`src/hw/crh_pkg.sv`:
```
// What this block does
// RULE1 - command bit 7 puts device in power-down
// RULE2 - command bit 6 powers down radio
// RULE3 - command bits 4:0 hold running command
// RULE4 - dynamic bits host-writable, cleared when command finishes
// RULE5 - unlock bit permits next owner register change
// RULE6 - first write after unlock clears unlock bit
// RULE7 - host-owner bit grants link to host
// RULE8 - secure-owner bit grants link to secure module
// RULE9 - both owner bits set is refused
// RULE10 - owner bits settable only after unlock
// RULE11 - port select: off, spi, light two-wire, i2c
// RULE12 - buffer control bit layout and access
// RULE13 - depth select: 1 gives 255, 0 gives 512
// RULE14 - buffer clear empties buffer, reads zero
// RULE15 - near-full and near-empty threshold compares
// RULE16 - locked write keeps owners; reserved bits zero
package crh_pkg;
   localparam logic [7:0] CRH_OFS_COMMAND = 8'h00;
   localparam logic [7:0] CRH_OFS_OWNER = 8'h01;
   localparam logic [7:0] CRH_OFS_BUFFER = 8'h02;
   localparam logic [7:0] CRH_OFS_THRESHOLD = 8'h03;
   localparam logic [7:0] CRH_OFS_FILL = 8'h04;
   localparam int CRH_CMD_STANDBY_BIT = 7;
   localparam int CRH_CMD_RADIO_OFF_BIT = 6;
   localparam int CRH_OWN_UNLOCK_BIT = 7;
   localparam int CRH_OWN_HOST_BIT = 6;
   localparam int CRH_OWN_SECURE_BIT = 5;
   localparam int CRH_OWN_PORT_LSB = 2;
   localparam int CRH_BUF_DEPTH_BIT = 7;
   localparam int CRH_BUF_FULL_BIT = 6;
   localparam int CRH_BUF_EMPTY_BIT = 5;
   localparam int CRH_BUF_CLEAR_BIT = 4;
   localparam int CRH_BUF_THR_MSB_BIT = 2;
   localparam logic [4:0] CRH_CMD_IDLE = 5'h00;
   localparam logic [9:0] CRH_DEPTH_SMALL = 10'h0ff;
   localparam logic [9:0] CRH_DEPTH_LARGE = 10'h200;
   localparam logic [7:0] CRH_RST_COMMAND = 8'h00;
   localparam logic [7:0] CRH_RST_OWNER = 8'h00;
   localparam logic [7:0] CRH_RST_BUFFER = 8'h00;

   typedef enum logic [1:0] {
      CRH_PORT_OFF = 2'h0,
      CRH_PORT_SPI = 2'h1,
      CRH_PORT_TWO_WIRE_LIGHT = 2'h2,
      CRH_PORT_I2C = 2'h3
   } crh_port_t;

   typedef struct packed {
      logic wr;
      logic rd;
      logic [7:0] addr;
      logic [7:0] wdata;
   } crh_req_t;

   typedef struct packed {
      logic host_owns_link;
      logic secure_module_owns_link;
      crh_port_t secure_module_port_select;
   } crh_owner_t;
endpackage : crh_pkg

```
`src/hw/crh_regs.sv`:
```
`timescale 1ns/100ps
// command, link-owner and buffer control register bank
module crh_regs
   import crh_pkg::*;
(
   input wire logic clk,
   input wire logic rst,
   input wire crh_req_t req,
   input wire logic cmd_done,
   input wire logic [9:0] fill_count,
   output logic [7:0] rdata,
   output logic power_down,
   output logic radio_power_down,
   output logic [4:0] command_code,
   output crh_owner_t owner,
   output logic owner_write_unlock,
   output logic buffer_depth_select,
   output logic buffer_clear,
   output logic [8:0] threshold,
   output logic near_full_flag,
   output logic near_empty_flag
);
   logic [7:0] cmd_q, cmd_d;
   logic unlock_q, unlock_d;
   crh_owner_t own_q, own_d;
   logic depth_q, depth_d;
   logic [8:0] thr_q, thr_d;
   logic clear_q, clear_d;
   logic [7:0] rdata_q, rdata_d;
   logic full_q, empty_q;
   logic full_c, empty_c;
   logic [9:0] size_c, thr_c, fill_c;
   logic wr_cmd, wr_own, wr_buf, wr_thr;

   assign wr_cmd = req.wr && (req.addr == CRH_OFS_COMMAND);
   assign wr_own = req.wr && (req.addr == CRH_OFS_OWNER);
   assign wr_buf = req.wr && (req.addr == CRH_OFS_BUFFER);
   assign wr_thr = req.wr && (req.addr == CRH_OFS_THRESHOLD);

   // in 255-byte mode the extension bits are not evaluated
   always_comb
   begin
      size_c = depth_q ? CRH_DEPTH_SMALL : CRH_DEPTH_LARGE; // RULE13
      thr_c = depth_q ? {2'h0, thr_q[7:0]} : {1'b0, thr_q};
      fill_c = depth_q ? {2'h0, fill_count[7:0]} : fill_count;
   end

   crh_level_cmp #(.W(10)) u_cmp (
      .size(size_c),
      .fill(fill_c),
      .thr(thr_c),
      .near_full(full_c),
      .near_empty(empty_c)
   );

   // command register: host write, command clears itself when done
   always_comb
   begin
      cmd_d = cmd_q;
      if (cmd_done)
         cmd_d[4:0] = CRH_CMD_IDLE; // RULE4
      if (wr_cmd)
      begin
         cmd_d = {req.wdata[7:6], 1'b0, req.wdata[4:0]}; // RULE1 RULE2 RULE3 RULE4
      end
   end

   // owner register: one write per unlock, owners never both set
   always_comb
   begin
      unlock_d = unlock_q;
      own_d = own_q;
      if (wr_own)
      begin
         own_d.secure_module_port_select = crh_port_t'(req.wdata[CRH_OWN_PORT_LSB +: 2]); // RULE11
         if (unlock_q && !(req.wdata[CRH_OWN_HOST_BIT] && req.wdata[CRH_OWN_SECURE_BIT])) // RULE9 RULE10
         begin
            own_d.host_owns_link = req.wdata[CRH_OWN_HOST_BIT]; // RULE7
            own_d.secure_module_owns_link = req.wdata[CRH_OWN_SECURE_BIT]; // RULE8
         end
         // a locked write leaves owners as they were
         unlock_d = !unlock_q && req.wdata[CRH_OWN_UNLOCK_BIT]; // RULE5 RULE6 RULE16
      end
      else if (req.wr && unlock_q)
         unlock_d = 1'b0; // RULE6
   end

   // buffer control and threshold
   always_comb
   begin
      depth_d = depth_q;
      thr_d = thr_q;
      clear_d = wr_buf && req.wdata[CRH_BUF_CLEAR_BIT]; // RULE14
      if (wr_buf)
      begin
         depth_d = req.wdata[CRH_BUF_DEPTH_BIT]; // RULE12 RULE13
         thr_d[8] = req.wdata[CRH_BUF_THR_MSB_BIT]; // RULE12
      end
      if (wr_thr)
         thr_d[7:0] = req.wdata;
   end

   // read mux; reserved and write-only bits read zero
   always_comb
   begin
      rdata_d = rdata_q;
      if (req.rd)
      begin
         case (req.addr)
            CRH_OFS_COMMAND: rdata_d = cmd_q;
            // bit 4 and bits 1:0 are reserved and always read zero
            CRH_OFS_OWNER: rdata_d = {unlock_q, own_q.host_owns_link, own_q.secure_module_owns_link, 1'b0,
               own_q.secure_module_port_select, 2'h0}; // RULE16
            CRH_OFS_BUFFER: rdata_d = {depth_q, full_q, empty_q, 1'b0, 1'b0, thr_q[8], fill_count[9:8]}; // RULE12 RULE14
            CRH_OFS_THRESHOLD: rdata_d = thr_q[7:0];
            CRH_OFS_FILL: rdata_d = fill_count[7:0];
            default: rdata_d = 8'h00;
         endcase
      end
   end

   // state registers
   always_ff @(posedge clk)
   begin
      if (rst)
      begin
         cmd_q <= CRH_RST_COMMAND;
         unlock_q <= CRH_RST_OWNER[CRH_OWN_UNLOCK_BIT];
         own_q <= crh_owner_t'({CRH_RST_OWNER[6:5], CRH_RST_OWNER[3:2]});
         depth_q <= CRH_RST_BUFFER[CRH_BUF_DEPTH_BIT];
         thr_q <= 9'h000;
         clear_q <= 1'b0;
         rdata_q <= 8'h00;
         full_q <= 1'b0;
         empty_q <= 1'b0;
      end
      else
      begin
         cmd_q <= cmd_d;
         unlock_q <= unlock_d;
         own_q <= own_d;
         depth_q <= depth_d;
         thr_q <= thr_d;
         clear_q <= clear_d;
         rdata_q <= rdata_d;
         full_q <= full_c; // RULE15
         empty_q <= empty_c; // RULE15
      end
   end

   // outputs from flip-flops; radio_power_down ORs the two power bits
   assign rdata = rdata_q;
   assign power_down = cmd_q[CRH_CMD_STANDBY_BIT]; // RULE1
   assign radio_power_down = cmd_q[CRH_CMD_RADIO_OFF_BIT] | cmd_q[CRH_CMD_STANDBY_BIT]; // RULE2
   assign command_code = cmd_q[4:0]; // RULE3
   assign owner = own_q;
   assign owner_write_unlock = unlock_q;
   assign buffer_depth_select = depth_q;
   assign buffer_clear = clear_q; // RULE14
   assign threshold = thr_q;
   assign near_full_flag = full_q;
   assign near_empty_flag = empty_q;
endmodule : crh_regs

```
`src/hw/crh_level_cmp.sv`:
```
`timescale 1ns/100ps
// threshold compares for the buffer alerts
module crh_level_cmp
   import crh_pkg::*;
#(
   parameter int W = 10
)
(
   input wire logic [W-1:0] size,
   input wire logic [W-1:0] fill,
   input wire logic [W-1:0] thr,
   output logic near_full,
   output logic near_empty
);
   // a narrower compare could not hold the 512-byte size
   if (W < 10)
   begin : g_bad_width
      $error("crh_level_cmp: width too small for 512 bytes");
   end

   // fill never exceeds size, so the difference cannot wrap
   always_comb
   begin
      near_full = (size - fill) <= thr; // RULE15
      near_empty = fill <= thr; // RULE15
   end
endmodule : crh_level_cmp

```
`config.mk`:
```
export PLATFORM = sky130hd
export DESIGN_NAME = crh_regs
export DESIGN_NICKNAME = d
export VERILOG_FILES = /design/src/hw/crh_pkg.sv /design/src/hw/crh_regs.sv /design/src/hw/crh_level_cmp.sv
export SDC_FILE = /design/constraint.sdc
export NUM_CORES = 1
export LEC_CHECK = 0
export BUFFER_PORTS_ARGS = -buffer_cell sky130_fd_sc_hd__buf_2
export CAP_MARGIN = 20
export CORE_ASPECT_RATIO = 1.2
export CORE_MARGIN = 5
export CORE_UTILIZATION = 55
export CTS_BUF_LIST = sky130_fd_sc_hd__clkbuf_2 sky130_fd_sc_hd__clkbuf_4 sky130_fd_sc_hd__clkbuf_8
export CTS_CLUSTER_DIAMETER = 40
export DETAILED_ROUTE_END_ITERATION = 8
export HOLD_SLACK_MARGIN = 0.05
export PLACE_DENSITY_LB_ADDON = 0.1
export SYNTH_ARGS = -nofsm -noshare
export SYNTH_HDL_FRONTEND = slang
export SYNTH_SLANG_ARGS = --single-unit
```
`constraint.sdc`:
```
create_clock -name clk -period 3.9 [get_ports clk]
set_clock_uncertainty 0.15 [all_clocks]
set_input_delay 0.78 -clock clk [delete_from_list [all_inputs] [get_ports clk]]
set_output_delay 0.78 -clock clk [all_outputs]
set_load 0.1 [all_outputs]
```
Word-level counts from Yosys, hierarchy flattened

Index checks and enable logic that the tools add are counted.

Register bits: 33
Output and inout bits: 33
Logic and storage cells: 44
Input bits: 31

Reductions and logical operators: 15
Equality and inequality tests: 4
$add $sub $neg: 1
Bitwise gates (word level): 1
Muxes and demuxes: 8
Order comparisons: 2

Operators with widths:

| cell                                                                   | number |
|---|---|
| 8-bit case mux with 5 select lines                                     | 1 |
| 10-bit by 9-bit less-or-equal comparator with 1-bit output             | 2 |
| 10-bit two-way mux                                                     | 2 |
| 8-bit by 2-bit equality test with 1-bit output (second input constant) | 2 |
| 5-bit two-way mux                                                      | 2 |
| 10-bit subtractor                                                      | 1 |
| 1-bit logical AND                                                      | 9 |
| 9-bit two-way mux                                                      | 1 |
| 8-bit by 1-bit equality test with 1-bit output (second input constant) | 1 |
| 8-bit by 3-bit equality test with 1-bit output (second input constant) | 1 |
| 8-bit zero test                                                        | 1 |
| 2-bit nonzero test                                                     | 2 |
| 1-bit zero test                                                        | 2 |
| 1-bit two-way mux                                                      | 2 |
| 2-bit AND reduction                                                    | 1 |
| 1-bit bitwise OR                                                       | 1 |

Depth between registers and ports, before layout

Depth in word-level cells: 4
Mapped depth: 14
Gate-level depth less buffers: 14

Hierarchy

Synthesis repeated with hierarchy kept, for this count alone.

Cells, all modules: 300
Area, all modules: 2660.1 um^2

By module, submodules not included:

| module        | area each (um^2) | seq. area each (um^2) | cells an instance | instances |
|---|---|---|---|---|
| crh_regs      | 1764.2           | 660.6                 | 180               | 1 |
| crh_level_cmp | 895.9            | 0.0                   | 120               | 1 |

Worst setup path before layout

No wires, ideal clock.

Kind: register to register
Start point: reg depth_q, in the netlist buffer_depth_select
End point: reg full_q, in the netlist near_full_flag
Buffers on the path: 0
Path slack: 0.212 ns
Period minus slack after synthesis: 3.688 ns
Required time: 3.691 ns
Cell stages (with the launch flop): 14
Arrival: 3.478 ns
Setup time: 0.059 ns
Cell sequence: dfxtp_1 inv_1 ha_1 fa_1 inv_1 a21oi_1 o21ai_0 o41a_1 xnor2_1 ha_1 a211oi_1 o2111ai_1 o211ai_1 and3_1

Word-level cells in the longest chain between the ends: 3
Elaborated cells on any way between the ends: 5
Classes of those cells: add/sub (1); order compare (1); mux (3)

RTL lines:

| what                                                         | RTL line                       | source |
|---|---|---|
| from (decl)                                                  | crh_regs.sv:26                 | `logic depth_q, depth_d;` |
| from (signal assigned)                                       | crh_regs.sv:130                | `depth_q <= CRH_RST_BUFFER[CRH_BUF_DEPTH_BIT];` |
| from (signal assigned)                                       | crh_regs.sv:142                | `depth_q <= depth_d;` |
| 10-bit two-way mux (on tied branches)                        | crh_regs.sv:43, crh_regs.sv:45 |  |
| 10-bit subtractor                                            | crh_level_cmp.sv:24            | `near_full = (size - fill) <= thr;` |
| 10-bit by 9-bit less-or-equal comparator with 1-bit output * | crh_level_cmp.sv:24            |  |
| to (signal assigned)                                         | crh_regs.sv:146                | `full_q <= full_c;` |
| to (decl)                                                    | crh_regs.sv:30                 | `logic full_q, empty_q;` |

Every way passes the cells marked *; elsewhere a longest branch is shown, timed or not.
A chain may end at the register's enable or synchronous reset.

Final worst setup path

Start point: in fill_count[4]
End point: reg full_q, in the netlist near_full_flag

Word-level cells in the longest chain between the ends: 3

RTL lines:

| what                                                       | RTL line            | source |
|---|---|---|
| from (decl)                                                | crh_regs.sv:10      | `input wire logic [9:0] fill_count,` |
| 10-bit two-way mux                                         | crh_regs.sv:45      | `fill_c = depth_q ? {2'h0, fill_count[7:0]} : fill_count;` |
| 10-bit subtractor                                          | crh_level_cmp.sv:24 |  |
| 10-bit by 9-bit less-or-equal comparator with 1-bit output | crh_level_cmp.sv:24 |  |

Every way passes these cells.

==> results.md <==
- Vias in the first global route: approximately 2300
- Critical R2R Capture: near_full_flag
- Met3 Wirelength: ~370 microns
- Fmax: between 0.3 and 0.4 GHz
- Setup_tns: 0 ns
- Clock sinks: 33
- Post-synthesis instance total: 294
- Crit path time final: a little over 3 ns
- Vias/cell: about 5.7
- Post-CTS resize count: 0
- Max Slew Vio Count: 0
- Max-cap violations: 0
- Remaining DRCs: 0
- N_diodes: 0
- Slew @ Worst Pin: a little under 0.6 ns
- Post-layout nets: 410
- Leak: around 1.3 nW
- P&R area growth vs syn: 16.1%
- Synth Net Count: 353
- Total CTS buffers: 5
- Initial core utilization: ~58%
- Met2 Routed Length: 3370 microns
- Post-synthesis compound-gate area fraction: around 17%
- Die Area: approximately 5900 sq um
- Min-delay src: rdata[3]
- Largest net degree at the start of global routing: 32
- DP HPWL: 5320 microns
- Most common flop cell mapped by yosys: dfxtp_1
- Finish-stage setup viols: 0
- First-pass GRT wire length: around 11000 microns
- Fillers: 405
- Largest family of logic cells by synthesized area: simple AND/OR/NAND/NOR gates
- WL/cell: 16.1 microns
- Commonest non-fill, non-tap cells in the layout: buf_2, dfxtp_1, nand2_1
- GPL Wtd Cong: 0.862
- Yosys cell types: 56
- Clock transition at path regs: roughly 0.070 ns
- Initial antenna violation count: 0
- CP Launch Type: primary input
- WP data arrival: 3.17 ns
- Share of layout cells above drive strength 1: about a quarter
- Synth Area in Adders: approximately 14%
- Sequential fraction of the synthesis area: 26.7%
- Synth Area in XOR/XNOR: 2.48%
- Metal-1 WL: between 2000 and 3000 microns
- Worst r2r src: buffer_depth_select
- Fin crit share: between 70% and 80%
- CP Capture Type: flop
- Most common cell after layout, fill and taps aside: buf_2
- Top routing layer used: met4
- RSZ-0062 raised after global routing: no
- Critical path class: in -> reg
- Post-route ant nets: 0
- Data required, critical path: a little under 4 ns
- Die width: 71.2 microns
- Global Route Usage Sum: 22.5%
- Routed wire length: 6560 microns
- Hold path cells: 2
- # Post-CTS Setup Buffers: 0
- Run status: finished, final reports clean
- Ys Warns: 0
- PwrDens: about 260 nW/um^2
- IO buf count: 63
- Worst hold endpoint: rdata[3]
- H-tree depth: 2
- R2R setup slack: between 0.9 and 1 ns
- GRT overflow: 0
- Async S/R FF share, synth: 0%
- Core area: between 4000 and 5000 sq um
- Cell Area, Synth: ~2500 sq um
- # hold bufs at CTS: 0
- Clock latency on the worst-skew pair: between 0.2 and 0.3 ns
- Average size of a mapped cell: roughly 8.4 sq um
- Post-synthesis register bit count: 33
- Row Count: 26
- Worst hold path class: reg -> reg
- Mux contribution to synthesized area: a little over 8%
- Total number of vias: between 2000 and 2500
- Initial drt markers: ~190
- Crit path launch: fill_count[4]
- CP max FO: 5
- Final hold violations: 0
- Drt pass-1 iters: 4
- Ports: 64
- Simple-gate share of the synthesized area: 23.8%
- Root buffer cell: clkbuf_8
- Worst vdd ir: about 0.00013 V
- Slew HR: about three fifths
- CTS tree: yes
- Post-synth EDFFs: 0
- Longest Clk Path Bufs: 2
- Worst Reg-to-Reg Cells: 12
- Die Ht: about 83 microns
- Total Power: about 0.74 mW
==> routing by layer <==
layer	global-route usage, %	up-vias
met4	10.3	0
met1	25.9	1076
li1	-	1153
met3	2.66	19
met2	40.6	79
met5	0	-
==> synthesized netlist by cell type, types with 3 or more instances <==
cell / number / share of area, %
inv_1: 24 / 3.6
nand3_1: 4 / 0.81
nand2_1: 31 / 4.7
a211oi_1: 5 / 1.5
buf_2: 3 / 0.61
nor2b_1: 6 / 1.5
nand2b_1: 5 / 1.3
nand3b_1: 6 / 1.8
ha_1: 27 / 14
xnor2_1: 6 / 2.1
o21ai_0: 12 / 2.4
a21oi_1: 26 / 5.3
a31oi_1: 4 / 1.0
dfxtp_1: 33 / 27
a22oi_1: 6 / 1.8
mux2i_1: 18 / 7.3
nand4_1: 4 / 1.0
nor2_1: 25 / 3.8
buf_4: 6 / 1.8
==> power by group <==
part / switching, mW / internal (mW) / total [mW]
logic: 0.0843 / 0.0480 / 0.132
registers: 0.00119 / 0.339 / 0.340
clock network: 0.120 / 0.147 / 0.267
total: 0.205 / 0.534 / 0.740
==> metrics by stage <==
step	setup slack [ns]	utilization, %	std cells	hold WS, ns	cell area, sq um
final	0.812	66.8	407	0.308	2870
after global routing	0.580	66.8	407	0.330	2870
after CTS	0.807	66.8	407	0.309	2870
after detailed placement	0.515	64.7	400	0.293	2780
after global placement	0.601	64.7	400	0.289	2780
after floorplan	0.212	-	294	0.292	2470
==> registers in the layout, summed over array words and instances, names as in the netlist <==
| signal | count |
|---|---|
| buffer_clear | 1 |
| rdata | 8 |
| threshold | 9 |
| cmd_q | 7 |
| owner_write_unlock | 1 |
| near_full_flag | 1 |
| buffer_depth_select | 1 |
| owner | 4 |
| near_empty_flag | 1 |
==> worst max path at each step <==
| stage | endpoint | slack, ns |
|---|---|---|
| 2_1_floorplan | near_full_flag | 0.21 |
| 6_report | near_full_flag | 0.81 |
| 3_3_place_gp | near_full_flag | 0.60 |
| 3_5_place_dp | near_full_flag | 0.51 |
| 4_1_cts | near_full_flag | 0.81 |
| 5_1_grt | near_full_flag | 0.58 |
==> logic make-up (layout without fill, tap and decap cells) <==
| group | after synthesis | in the layout |
|---|---|---|
| buffers and inverters | 38 | 95 |
| and+or+nand+nor | 101 | 101 |
| xor gates and xnor gates | 7 | 7 |
| DFF | 33 | 33 |
| adders and majority gates | 28 | 28 |
| muxes | 19 | 19 |
| AOI/OAI and AO/OA | 68 | 68 |
==> area by class of cell <==
class                      instances  area (sq um)  share of cell area [%]
tap                               56          70.1                    2.44
inverter                          24          90.1                    3.14
timing repair buffer              64           323                    11.3
clock buffer                       7          90.1                    3.14
sequential                        33           661                    23.0
multi-input combinational        223          1630                    57.0
==> worst max-delay path: stages <==
cell and delay [ns]:
buf_2 0.12, inv_1 0.05, ha_1 0.35, nand2_1 0.09
a211oi_1 0.37, nor2_1 0.07, o21ai_0 0.21, xnor2_1 0.14
ha_1 0.26, a211oi_1 0.31, o2111ai_1 0.16, o211ai_1 0.10
and3_1 0.17
Power figures use the tool's default switching activity.
